## src/core/sram_ctl_map.svh

```systemverilog
// Timing constants and field positions for the static memory controller.
// Assumes a 100 MHz clock; counts derive from nanosecond figures, except the two sync cycles of a read and the one-cycle gap after a write.
`ifndef SRAM_CTL_MAP_SVH
`define SRAM_CTL_MAP_SVH

`define CLK_PERIOD_NS          10
// Read timing in ns
`define READ_CYCLE_MIN_NS      15
`define ADDR_ACCESS_TIME_NS    15
`define SELECT_ACCESS_TIME_NS  15
`define OUTPUT_ACCESS_TIME_NS  7
`define LANE_ACCESS_TIME_NS    7
`define LANE_RELEASE_TIME_NS   7
// Write timing in ns
`define WRITE_CYCLE_MIN_NS     15
`define WRITE_PULSE_MIN_NS     10
`define DATA_SETUP_MIN_NS      8
`define STROBE_RELEASE_TIME_NS 7
// Round up to whole cycles, never below one
`define NS_TO_CYC(ns)          (((ns) + `CLK_PERIOD_NS - 1) / `CLK_PERIOD_NS > 0 ? \
                                ((ns) + `CLK_PERIOD_NS - 1) / `CLK_PERIOD_NS : 1)
// Lane field positions
`define UPPER_LANE_MSB         15
`define UPPER_LANE_LSB         8
`define LOWER_LANE_MSB         7
`define LOWER_LANE_LSB         0

`endif

```

## src/core/sram_ctl_pkg.sv

```systemverilog
// Types for the static memory controller.
// Assumes the map header is compiled alongside.
`default_nettype none
package sram_ctl_pkg;
  typedef enum logic [1:0] {ST_IDLE, ST_READ, ST_WRITE, ST_GAP} ctl_state_t;
endpackage
`default_nettype wire
```

## src/core/sram_ctl.sv

```systemverilog
// Clocked controller driving an asynchronous 16-bit two-lane static memory.
// Assumes a 100 MHz clock, synchronous reset, memory pins sampled through two flops.
`include "sram_ctl_map.svh"
`default_nettype none
module sram_ctl
  import sram_ctl_pkg::*;
#(
  parameter int ADDR_W = 16,
  parameter int DATA_W = 16
) (
  input  wire logic              clk_in,
  input  wire logic              rst_in,
  input  wire logic              ce_in,
  input  wire logic              req_valid_in,
  input  wire logic              req_write_in,
  input  wire logic [ADDR_W-1:0] req_addr_in,
  input  wire logic [DATA_W-1:0] req_wdata_in,
  input  wire logic [1:0]        req_lanes_in,
  output logic                   req_ready_out,
  output logic                   rd_valid_out,
  output logic [DATA_W-1:0]      rd_data_out,
  output logic [ADDR_W-1:0]      addr_out,
  output logic                   chip_sel_n_out,
  output logic                   write_strobe_n_out,
  output logic                   out_enable_n_out,
  output logic                   upper_lane_sel_n_out,
  output logic                   lower_lane_sel_n_out,
  input  wire logic [DATA_W-1:0] data_bus_in,
  output logic [DATA_W-1:0]      data_bus_out,
  output logic                   data_bus_oe_out
);

  // ----------------------------------------------------------------
  // Cycle counts
  // ----------------------------------------------------------------
  // Read waits the longer of the address and select access times, plus two for the input sync
  localparam int RD_ACC_NS = `ADDR_ACCESS_TIME_NS > `SELECT_ACCESS_TIME_NS ?
                             `ADDR_ACCESS_TIME_NS : `SELECT_ACCESS_TIME_NS;
  localparam int RD_CYC    = `NS_TO_CYC(RD_ACC_NS) + 2;
  localparam int PULSE_NS  = `DATA_SETUP_MIN_NS + `STROBE_RELEASE_TIME_NS;
  localparam int WR_NS     = PULSE_NS > `WRITE_PULSE_MIN_NS ? PULSE_NS : `WRITE_PULSE_MIN_NS;
  localparam int WR_CYC0   = `NS_TO_CYC(WR_NS);
  localparam int WR_CYCC   = `NS_TO_CYC(`WRITE_CYCLE_MIN_NS) - 1;
  localparam int WR_CYC    = WR_CYC0 > WR_CYCC ? WR_CYC0 : WR_CYCC;
  localparam int GAP_CYC   = `NS_TO_CYC(`LANE_RELEASE_TIME_NS);
  localparam int CNT_W     = 4;

  // Cycle count less one as a sized counter load
  function automatic logic [CNT_W-1:0] cyc(input int n);
    return CNT_W'(n - 1);
  endfunction

  // ----------------------------------------------------------------
  // Pin input synchroniser
  // ----------------------------------------------------------------
  logic [DATA_W-1:0] bus_s1_r, bus_s1_nxt;
  logic [DATA_W-1:0] bus_s2_r, bus_s2_nxt;

  // Two-flop path for the returned data bus
  always_comb begin
    bus_s1_nxt = data_bus_in;
    bus_s2_nxt = bus_s1_r;
  end

  always_ff @(posedge clk_in) begin
    if (rst_in) begin
      bus_s1_r <= '0;
      bus_s2_r <= '0;
    end else if (ce_in) begin
      bus_s1_r <= bus_s1_nxt;
      bus_s2_r <= bus_s2_nxt;
    end
  end

  // ----------------------------------------------------------------
  // Cycle sequencer
  // ----------------------------------------------------------------
  ctl_state_t        state_r, state_nxt;
  logic [CNT_W-1:0]  cnt_r, cnt_nxt;
  logic [ADDR_W-1:0] addr_r, addr_nxt;
  logic [DATA_W-1:0] wdata_r, wdata_nxt;
  logic [DATA_W-1:0] rdata_r, rdata_nxt;
  logic              rvalid_r, rvalid_nxt;
  logic              cs_n_r, cs_n_nxt;
  logic              we_n_r, we_n_nxt;
  logic              oe_n_r, oe_n_nxt;
  logic              drive_r, drive_nxt;
  logic [1:0]        lane_n_r, lane_n_nxt;

  // Accept requests only when idle
  assign req_ready_out = (state_r == ST_IDLE) && ce_in;

  // Next values for the pin sequence
  always_comb begin
    state_nxt  = state_r;
    cnt_nxt    = cnt_r;
    addr_nxt   = addr_r;
    wdata_nxt  = wdata_r;
    rdata_nxt  = rdata_r;
    rvalid_nxt = 1'b0;
    cs_n_nxt   = cs_n_r;
    we_n_nxt   = we_n_r;
    oe_n_nxt   = oe_n_r;
    drive_nxt  = drive_r;
    lane_n_nxt = lane_n_r;
    unique case (state_r)
      ST_IDLE: begin
        if (req_valid_in && (req_lanes_in != 2'h0)) begin
          addr_nxt   = req_addr_in;
          lane_n_nxt = ~req_lanes_in;
          cs_n_nxt   = 1'b0;
          if (req_write_in) begin
            // All strobes fall together; overlap forms the write
            wdata_nxt = req_wdata_in;
            we_n_nxt  = 1'b0;
            oe_n_nxt  = 1'b1;
            drive_nxt = 1'b1;
            cnt_nxt   = cyc(WR_CYC);
            state_nxt = ST_WRITE;
          end else begin
            we_n_nxt  = 1'b1;
            oe_n_nxt  = 1'b0;
            drive_nxt = 1'b0;
            cnt_nxt   = cyc(RD_CYC);
            state_nxt = ST_READ;
          end
        end
      end
      ST_READ: begin
        if (cnt_r == '0) begin
          rdata_nxt  = bus_s2_r;
          rvalid_nxt = 1'b1;
          cs_n_nxt   = 1'b1;
          oe_n_nxt   = 1'b1;
          lane_n_nxt = 2'h3;
          cnt_nxt    = cyc(GAP_CYC);
          state_nxt  = ST_GAP;
        end else begin
          cnt_nxt = cnt_r - 1'b1;
        end
      end
      ST_WRITE: begin
        if (cnt_r == '0) begin
          // Joint rise ends the write; data and address held a cycle
          cs_n_nxt   = 1'b1;
          we_n_nxt   = 1'b1;
          lane_n_nxt = 2'h3;
          cnt_nxt    = cyc(1);
          state_nxt  = ST_GAP;
        end else begin
          cnt_nxt = cnt_r - 1'b1;
        end
      end
      ST_GAP: begin
        drive_nxt = 1'b0;
        if (cnt_r == '0) begin
          state_nxt = ST_IDLE;
        end else begin
          cnt_nxt = cnt_r - 1'b1;
        end
      end
    endcase
  end

  always_ff @(posedge clk_in) begin
    if (rst_in) begin
      state_r  <= ST_IDLE;
      cnt_r    <= '0;
      addr_r   <= '0;
      wdata_r  <= '0;
      rdata_r  <= '0;
      rvalid_r <= 1'b0;
      cs_n_r   <= 1'b1;
      we_n_r   <= 1'b1;
      oe_n_r   <= 1'b1;
      drive_r  <= 1'b0;
      lane_n_r <= 2'h3;
    end else if (ce_in) begin
      state_r  <= state_nxt;
      cnt_r    <= cnt_nxt;
      addr_r   <= addr_nxt;
      wdata_r  <= wdata_nxt;
      rdata_r  <= rdata_nxt;
      rvalid_r <= rvalid_nxt;
      cs_n_r   <= cs_n_nxt;
      we_n_r   <= we_n_nxt;
      oe_n_r   <= oe_n_nxt;
      drive_r  <= drive_nxt;
      lane_n_r <= lane_n_nxt;
    end
  end

  // Pin and result outputs from flops
  assign addr_out             = addr_r;
  assign chip_sel_n_out       = cs_n_r;
  assign write_strobe_n_out   = we_n_r;
  assign out_enable_n_out     = oe_n_r;
  assign upper_lane_sel_n_out = lane_n_r[1];
  assign lower_lane_sel_n_out = lane_n_r[0];
  assign data_bus_out         = wdata_r;
  assign data_bus_oe_out      = drive_r;
  assign rd_data_out          = rdata_r;
  assign rd_valid_out         = rvalid_r;
endmodule
`default_nettype wire

```

## config.mk

```make
export PLATFORM = sky130hd
export DESIGN_NAME = sram_ctl
export DESIGN_NICKNAME = d
export VERILOG_FILES = /design/src/core/sram_ctl_pkg.sv /design/src/core/sram_ctl.sv
export VERILOG_INCLUDE_DIRS = /design/src /design/src/core
export SDC_FILE = /design/constraint.sdc
export NUM_CORES = 1
export LEC_CHECK = 0
export ABC_CLOCK_PERIOD_IN_PS = 3700
export BUFFER_PORTS_ARGS = -buffer_cell sky130_fd_sc_hd__buf_2
export CELL_PAD_IN_SITES_DETAIL_PLACEMENT = 1
export CELL_PAD_IN_SITES_GLOBAL_PLACEMENT = 2
export CORE_MARGIN = 2
export CORE_UTILIZATION = 31
export DETAILED_ROUTE_END_ITERATION = 12
export PLACE_DENSITY_LB_ADDON = 0.05
export SLEW_MARGIN = 20
export SYNTH_ARGS = -nofsm -noshare
export SYNTH_HDL_FRONTEND = slang
export SYNTH_SLANG_ARGS = --single-unit
```

## constraint.sdc

```tcl
create_clock -name clk_in -period 3.7 [get_ports clk_in]
set_input_delay 0.185 -clock clk_in [delete_from_list [all_inputs] [get_ports clk_in]]
set_output_delay 0.185 -clock clk_in [all_outputs]
set_load 0.005 [all_outputs]
```

Yosys cells after proc, flatten, opt, wreduce, memory -nomap -nowiden
Cells that the tools add are included.
- bits in registers: 93
- latch bits: 0
- memory bits (writable): 0
- memory bits (read-only): 0
- bits of input ports: 55
- output and inout bits: 56
- logic and storage cells: 67
- memories: 0
- add/sub/neg operators: 1
- multipliers: 0
- div/mod/pow operators: 0
- magnitude comparators: 0
- eq/ne operators: 9
- shift-type cells: 0
- mux-type cells: 24
- bitwise logic cells: 1
- reduce and logical (&&, ||, !) cells: 19
- operators by type and width (operator ; number):
    $reduce_and 4->1 ; 5
    $mux 2 ; 6
    $mux 4 ; 3
    $pmux 4 s3 ; 1
    $reduce_and 3->1 ; 4
    $reduce_bool 2->1 ; 5
    $mux 1 ; 8
    $ne 2x2->1 const B ; 4
    $pmux 1 s2 ; 4
    $pmux 2 s3 ; 1
    $eq 2x2->1 const B ; 2
    $logic_not 4->1 ; 1
    $ne 2x1->1 const B ; 2
    $pmux 2 s2 ; 1
    $sub 4x1->4 const B ; 1
    $eq 2x1->1 const B ; 1
    $logic_and 1x1->1 ; 2
    $logic_not 2->1 ; 1
    $not 2->2 ; 1
    $reduce_or 2->1 ; 1

Longest topological paths before layout
Gate-level depths: netlist of run 1.
- depth after elaboration: 4
- depth in mapped cells: 9
- depth with buffers taken out: 6

Worst setup path after synthesis of run 1
OpenSTA, ideal clock, no wires.
- path type: register to register
- from: register state_r[0]
- to: register cnt_r[0]
- setup time: 119 ps
- arrival time: 1558 ps
- data required time: 3581 ps
- setup slack: 2024 ps
- stages on the path, launching flop included: 8
- path buffers: 1
- period minus slack after synthesis: 1676 ps
- path through: dfxtp_1 -> inv_1 -> ha_1 -> clkbuf_1 -> nand2b_1 -> a22oi_1 -> o21ai_0 -> o221a_1
- cells in the longest elaborated chain, start to end: 3
- elaborated cells between the ends (all ways): 9
- those cells by class: eq/ne (5); mux (1); reduce/logical (3)
- RTL lines (item ; line ; RTL):
    start, declared ; sram_ctl.sv:78 ; ctl_state_t state_r, state_nxt;
    start signal, assigned ; sram_ctl.sv:179 ; state_r <= state_nxt;
    $eq 2x2->1, or another cell as far along ; sram_ctl.sv:106 ; unique case (state_r)
    $reduce_or 2->1 (no source line), or another cell as far along ; - ;
    $pmux 4 s3 or $reduce_and 3->1 (tied branches) ; - ;
    end signal, assigned ; sram_ctl.sv:180 ; cnt_r <= cnt_nxt;
    end, declared ; sram_ctl.sv:79 ; logic [CNT_W-1:0] cnt_r, cnt_nxt;
Parallel ways exist; a longest one is shown, timed or not.
A chain may end at the register's enable or synchronous reset.

Final worst setup path of run 1
- from: register state_r[0]
- to: register wdata_r[10], in the netlist data_bus_out[10]
- cells in the longest elaborated chain, start to end: 2
- RTL lines (item ; line ; RTL):
    $logic_not 2->1 ; sram_ctl.sv:106 ;
    $reduce_and 4->1 (no source line) ; - ;
    end signal, assigned ; sram_ctl.sv:182 ; wdata_r <= wdata_nxt;
    end, declared ; sram_ctl.sv:81 ; logic [DATA_W-1:0] wdata_r, wdata_nxt;
No other way between the ends.

==> out/qor.txt, run 1 <==
clock buffer depth = 2
# H-tree levels = 3
first-pass GRT wire length = 15900 um
total power per unit cell area = 526 nW/um^2
width of the die = 111 um
number of top-level design ports = 111
syn nets = 473
commonest non-fill, non-tap cell in the layout = sky130_fd_sc_hd__buf_2
quantity of gates resized following cts = 0
via density per instance = 4.74
sort of element at the start of the critical path = flop
most frequent cells in the layout = 110 x sky130_fd_sc_hd__buf_2, 103 x sky130_fd_sc_hd__nand2_1, 93 x sky130_fd_sc_hd__dfxtp_1, 54 x sky130_fd_sc_hd__a21oi_1, 44 x sky130_fd_sc_hd__nor2_1
vertical die dimension = 111 um
effective utilization at floorplan = 31.6%
clock transition time at the flip-flop clock pins of the worst setup and hold paths = 0.07 ns
Synth-to-Final Area Change = 25.2%
initial detailed-routing violation count = 168
total setup violations reported at the end of the flow = 0
data arrival time of the critical path = 2.84 ns
minimum period implied by the final worst setup slack = 2.58 ns
area taken by multi-input logic gates = 1550 um^2
Filler Cell Count = 1380
Port Buffers = 110
net count reported at finish = 569
Placement Rows = 39
Final Max Tran Viols = 0
run status = finished clean
total non-filler cell area in the finished layout = 4480 um^2
number of iterations in the first detailed-routing pass = 4
via count of the first global-routing pass = 3078
mean instance size in the synthesized netlist = 8.70 um^2
category of the critical setup timing path = flop to flop
Cell Area, Synth = 3580 um^2
fraction of layout instances using a drive strength above 1 = 25.6%
Die Outline Area = 12400 um^2
number of enable flip-flop cells after synthesis = 0
Critical Path Sink Type = flop
CTS tree = done
final antenna-violating net count = 0
placeable core region = 11300 um^2
number of different library cells in the post-synthesis netlist = 39
proportion of synthesized flip-flops having asynchronous set or reset = 0%
DR DRC count = 0
final critical-path share of the clock period = 69.7%
Placed Cells = 639
flip-flop and latch count after synthesis = 93
clock skew after layout = 0.00811 ns
fmax = 0.388 GHz
placement-stage cell area = 4180 um^2
clock buffer count from CTS = 9
antenna violations before repair = 0
number of warnings reported in the yosys synthesis log = 0
Peak supply drop = 0.248 mV
Global Route Usage Sum = 15.9%
Congestion Overflow GR = 0
Leakage Power = 0.00198 uW
cell count after synthesis = 411
clock latency of the later-clocked register in the worst-skew pair = 0.34 ns
Setup TNS Final = 0 ns
core utilization of the finished layout = 39.5%
pin count of the biggest net entering global routing = 48
number of hold violations in the final report = 0
required time of the worst setup path = 3.96 ns
slowest cell on the critical path = sky130_fd_sc_hd__o2111a_1
Max FO, Critical Path = 19
worst hold margin = 0.0757 ns
average detailed-routed wire length per instance = 14.9 um
setup repair after global routing missed its margin = no
dpl hpwl = 6710 um
total via count in the routed design = 3106
predominant post-synthesis flop cell = sky130_fd_sc_hd__dfxtp_1
Hold Buf Count CTS = 0
clock sink count = 93
non-filler instance count after layout = 655
Antenna Cells = 0
post-CTS setup-driven buffer insertion count = 0
Root Buffer = sky130_fd_sc_hd__clkbuf_16
final weighted congestion of routability-driven global placement = 0.728
worst path cell trace = inv_1 > ha_1 > o2111a_1 > and2_1 > nand2_1 > a21oi_1
total routed wirelength = 9730 um
proportion of synthesized chip area in sequential cells = 52.1%
transition time of the tightest slew-check pin = 0.883 ns
area of all sequential standard cells = 1860 um^2
Slew Limit Headroom = 41.2%
max-capacitance violation count = 0
slowest cell delay on critical path = 0.72 ns
class of the tightest hold or removal check = input pin to flop
-- kinds of logic (layout without fill, tap and decap cells) --
group           count (synthesis)  after routing  share of synthesized area, %
buf+inv                        33            134                          4.55
fa+ha+maj                       7              7                          2.45
simple gates                  165            165                          18.8
flops                          93             93                          52.1
compound gates                 80             80                          12.8
mux                            33             33                          9.27
-- critical path, delay by kind of cell (launching register included) --
kind            cells  cell delay (ns)
simple gates        2             0.78
flops               1             0.34
buf+inv             1             0.12
compound gates      2             0.87
fa+ha+maj           1             0.39
-- sequential cells by signal (all words and copies together), names as in the netlist --
register and cells:
rd_valid_out 1, rd_data_out 16, data_bus_out 16, write_strobe_n_out 1, lane_n_r 2, state_r 2
data_bus_oe_out 1, bus_s1_r 16, chip_sel_n_out 1, cnt_r 4, addr_out 16, out_enable_n_out 1
bus_s2_r 16
-- cell type report --
| class | count | area share (%) |
|---|---|---|
| tap | 143 | 4.00 |
| inverter | 6 | 0.503 |
| clock inverter | 7 | 1.59 |
| clock buffer | 9 | 5.03 |
| timing repair buffer | 112 | 12.6 |
| sequential | 93 | 41.6 |
| multi-input combinational | 285 | 34.7 |
-- path summary, 6_finish.rpt --
check | depth (start not counted) | slack [ns] | to | start
max | 6 | 1.12 | data_bus_out[10] | state_r[0]
min reg2reg | 2 | 0.45 | rd_data_out[15] | bus_s2_r[15]
min | 3 | 0.08 | bus_s1_r[10] | data_bus_in[10]
max reg2reg | 6 | 1.12 | data_bus_out[10] | state_r[0]
-- cell usage after synthesis (2+ instances only) --
cell type,number,area [um^2]
sky130_fd_sc_hd__o22ai_1,4,25.0
sky130_fd_sc_hd__dfxtp_1,93,1860
sky130_fd_sc_hd__buf_6,2,22.5
sky130_fd_sc_hd__o21ai_0,6,30.0
sky130_fd_sc_hd__clkbuf_1,11,41.3
sky130_fd_sc_hd__or4_1,2,15.0
sky130_fd_sc_hd__nand2_1,103,387
sky130_fd_sc_hd__a31oi_1,2,12.5
sky130_fd_sc_hd__mux2i_1,32,320
sky130_fd_sc_hd__a211oi_1,3,22.5
sky130_fd_sc_hd__nor2_1,44,165
sky130_fd_sc_hd__and2_1,2,12.5
sky130_fd_sc_hd__buf_2,9,45.0
sky130_fd_sc_hd__nand4_1,2,12.5
sky130_fd_sc_hd__buf_4,3,22.5
sky130_fd_sc_hd__nand2b_1,2,12.5
sky130_fd_sc_hd__a22oi_1,3,22.5
sky130_fd_sc_hd__ha_1,7,87.6
sky130_fd_sc_hd__a21oi_1,54,270
sky130_fd_sc_hd__nor2b_1,3,18.8
sky130_fd_sc_hd__inv_1,6,22.5
-- layer usage --
| metal | wire (um) | track usage [%] | vias to the layer above |
|---|---|---|---|
| li1 | - | - | 1567 |
| met1 | 4820 | 21.6 | 1451 |
| met2 | 4230 | 24.2 | 75 |
| met3 | 526 | 4.19 | 13 |
| met4 | 156 | 6.17 | 0 |
| met5 | 0 | 0 | - |
-- where the power goes --
group	internal (uW)	switching (uW)	total (uW)
sequential	1050	31.7	1080
clock	528	406	934
combinational	133	206	339
-- through the flow --
| step | power [uW] | setup slack [ns] |
|---|---|---|
| floorplan | 1330 | 2.02 |
| global placement | 1440 | 1.24 |
| detailed placement | 1450 | 1.12 |
| CTS | 2400 | 1.10 |
| global route | 2490 | 0.822 |
| finish | 2360 | 1.12 |
Power figures use the tool's default switching activity.
==> inputs of run 2 (changes only) <==
- ABC_AREA: default -> 1
- ABC_CLOCK_PERIOD_IN_PS: 3700 -> 2250
- CORE_UTILIZATION: 31 -> 25
- clock period: 3.7 -> 2.25 ns (I/O delays scaled with it)
==> run 2 against run 1 <==
Via count rose by 9.3%; wire length rose by 3.4%; maximum frequency rose by 41%; cell count rose by 19%; setup slack got worse by 0.70 ns; sequential cell count did not move; core utilization fell by 4.7 points.
==> out/qor.txt, run 2 <==
share of synthesized cell area in full adder, half adder and majority cells = 2.46%
run status = finished clean
biggest area consumer among synthesized cells = sky130_fd_sc_hd__dfxtp_1
via density per instance = 4.37
post-CTS setup-driven buffer insertion count = 0
total setup violations reported at the end of the flow = 0
final antenna-violating net count = 0
hold worst-path end = addr_out[9]
Setup TNS Final = 0 ns
Critical Path Sink Type = flop
total routed wirelength = 10100 um
Placement Rows = 43
sum of met2 wire segment lengths after detailed routing = 4620 um
fraction of layout instances using a drive strength above 1 = 23.3%
fmax = 0.547 GHz
number of iterations in the first detailed-routing pass = 4
clock sink count = 93
proportion of synthesized chip area in sequential cells = 52.3%
initial detailed-routing violation count = 102
placeable core region = 13900 um^2
wire length on met3 = 616 um
depth of the worst register-to-register path = 8
clock buffer count from CTS = 9
Root Buffer = sky130_fd_sc_hd__clkbuf_16
DR DRC count = 0
Final Max Tran Viols = 0
top layer in use = met4
Global Route Usage Sum = 13.8%
data arrival time of the critical path = 2.10 ns
proportion of synthesized flip-flops having asynchronous set or reset = 0%
top cells by instance count after synthesis = 138 x sky130_fd_sc_hd__nor2_1, 93 x sky130_fd_sc_hd__dfxtp_1, 75 x sky130_fd_sc_hd__o21ai_0
dpl hpwl = 6750 um
Port Buffers = 110
Leakage Power = 0.00226 uW
clock skew after layout = 0.00762 ns
startpoint of the tightest hold check path = req_addr_in[9]
final critical-path share of the clock period = 81.2%
setup repair after global routing missed its margin = no
number of cells on the worst hold path = 3
vertical die dimension = 123 um
CTS tree = done
clock latency of the later-clocked register in the worst-skew pair = 0.34 ns
commonest non-fill, non-tap cell in the layout = sky130_fd_sc_hd__nor2_1
Max FO, Critical Path = 19
sort of element at the start of the critical path = flop
met1 WL = 4720 um
clock transition time at the flip-flop clock pins of the worst setup and hold paths = 0.07 ns
class of the tightest hold or removal check = input pin to flop
Setup WS post-layout = 0.423 ns
syn nets = 526
total chip power = 3920 uW
net count reported at finish = 653
number of warnings reported in the yosys synthesis log = 0
predominant post-synthesis flop cell = sky130_fd_sc_hd__dfxtp_1
mux contribution to synthesized area = 0%
final weighted congestion of routability-driven global placement = 0.768
launching element of the worst setup path = state_r[0]
Cell Area, Synth = 3560 um^2
portion of synthesized cell area occupied by the leading cell type = 52.3%
category of the critical setup timing path = flop to flop
first-pass GRT wire length = 16500 um
DP Worst Slack = 0.401 ns
required time of the worst setup path = 2.52 ns
Compound-Gate Fraction of Synth Area = 16.7%
Slew Limit Headroom = 67.2%
Synth-to-Final Area Change = 35.7%
FF-to-FF End = data_bus_out[13]
average detailed-routed wire length per instance = 12.9 um
width of the die = 123 um
Congestion Overflow GR = 0
number of different library cells in the post-synthesis netlist = 23
total power per unit cell area = 811 nW/um^2
number of top-level design ports = 111
Peak supply drop = 0.524 mV
cell count after synthesis = 464
via count of the first global-routing pass = 3453
total via count in the routed design = 3394
xor/xnor cell area share of the yosys netlist = 0%
antenna violations before repair = 1
pin count of the biggest net entering global routing = 90
largest cells by area after synthesis = sky130_fd_sc_hd__dfxtp_1 52%, sky130_fd_sc_hd__nor2_1 15%, sky130_fd_sc_hd__o21ai_0 11%
worst hold margin = 0.00892 ns
transition time of the tightest slew-check pin = 0.492 ns
quantity of gates resized following cts = 0
clock buffer depth = 2
flip-flop and latch count after synthesis = 93
Worst R2R Start = state_r[0]
Hold Buf Count CTS = 25
number of enable flip-flop cells after synthesis = 0
minimum period implied by the final worst setup slack = 1.83 ns
simple-gate share of the synthesized area = 21.2%
main combinational cell family by area after synthesis = simple AND/OR/NAND/NOR gates
core utilization of the finished layout = 34.8%
most frequent cells in the layout = 138 x sky130_fd_sc_hd__nor2_1, 110 x sky130_fd_sc_hd__buf_2, 93 x sky130_fd_sc_hd__dfxtp_1, 75 x sky130_fd_sc_hd__o21ai_0, 34 x sky130_fd_sc_hd__nand2_1
effective utilization at floorplan = 25.7%
max-capacitance violation count = 0
number of hold violations in the final report = 0
Die Outline Area = 15200 um^2
dominant cell by count in the synthesized netlist = sky130_fd_sc_hd__nor2_1
mean instance size in the synthesized netlist = 7.67 um^2
setup slack of the worst register-to-register path = 0.42 ns
# H-tree levels = 3
## run 2: cell types whose count changed after synthesis, moves of 10 or more
cell	previous run	this run
sky130_fd_sc_hd__a21oi_1	54	29
sky130_fd_sc_hd__inv_1	6	33
sky130_fd_sc_hd__mux2i_1	32	0
sky130_fd_sc_hd__nand2_1	103	34
sky130_fd_sc_hd__nor2_1	44	138
sky130_fd_sc_hd__o21ai_0	6	75
sky130_fd_sc_hd__o21ai_1	0	10
## run 2: worst max-delay path: stages, from the launching register on
cell	delay, ns
sky130_fd_sc_hd__dfxtp_1	0.35
sky130_fd_sc_hd__inv_1	0.13
sky130_fd_sc_hd__ha_1	0.29
sky130_fd_sc_hd__nand2_2	0.14
sky130_fd_sc_hd__nor2_8	0.30
sky130_fd_sc_hd__nand2_4	0.20
sky130_fd_sc_hd__inv_6	0.17
sky130_fd_sc_hd__nor2_1	0.06
sky130_fd_sc_hd__nor2_1	0.11
## run 2: metal layers
layer	global-route usage (%)	vias to the layer above
li1	-	1738
met1	17.4	1566
met2	22.6	83
met3	4.89	7
met4	3.48	0
met5	0	-
## run 2: report_power, final
| group | internal, uW | leakage (uW) | switching [uW] |
|---|---|---|---|
| Clock | 986 | 0.000159 | 638 |
| Combinational | 211 | 0.00133 | 282 |
| Sequential | 1750 | 0.000763 | 51.1 |
| Total | 2950 | 0.00226 | 971 |
## run 2: metrics by stage
stage | cell area [um^2] | std cells
after floorplan | 3560 | 464
after global placement | 4260 | 735
after detailed placement | 4260 | 735
after CTS | 4830 | 776
after global routing | 4830 | 776
final | 4830 | 777
## run 2: how the worst max path moves through the flow
stage / cells after the start / slack (ns) / to
2_1_floorplan: 8 / 0.82 / data_bus_out[10]
3_3_place_gp: 8 / 0.51 / data_bus_out[2]
3_5_place_dp: 8 / 0.40 / data_bus_out[13]
4_1_cts: 8 / 0.38 / data_bus_out[13]
5_1_grt: 8 / 0.21 / data_bus_out[13]
6_report: 8 / 0.42 / data_bus_out[13]
## run 2: cell families after synthesis
group / Yosys count
simple gates: 188
compound gates: 117
flops: 93
buf+inv: 59
fa+ha+maj: 7
## run 2: cell type report
cell class / count / area [um^2]
Sequential cell: 93 / 1860
Clock inverter: 2 / 38.8
Tap cell: 180 / 225
Antenna cell: 1 / 2.50
Multi-Input combinational cell: 312 / 1440
Inverter: 36 / 140
Fill cell: 1721 / 9050
Timing Repair Buffer: 139 / 843
Clock buffer: 14 / 284
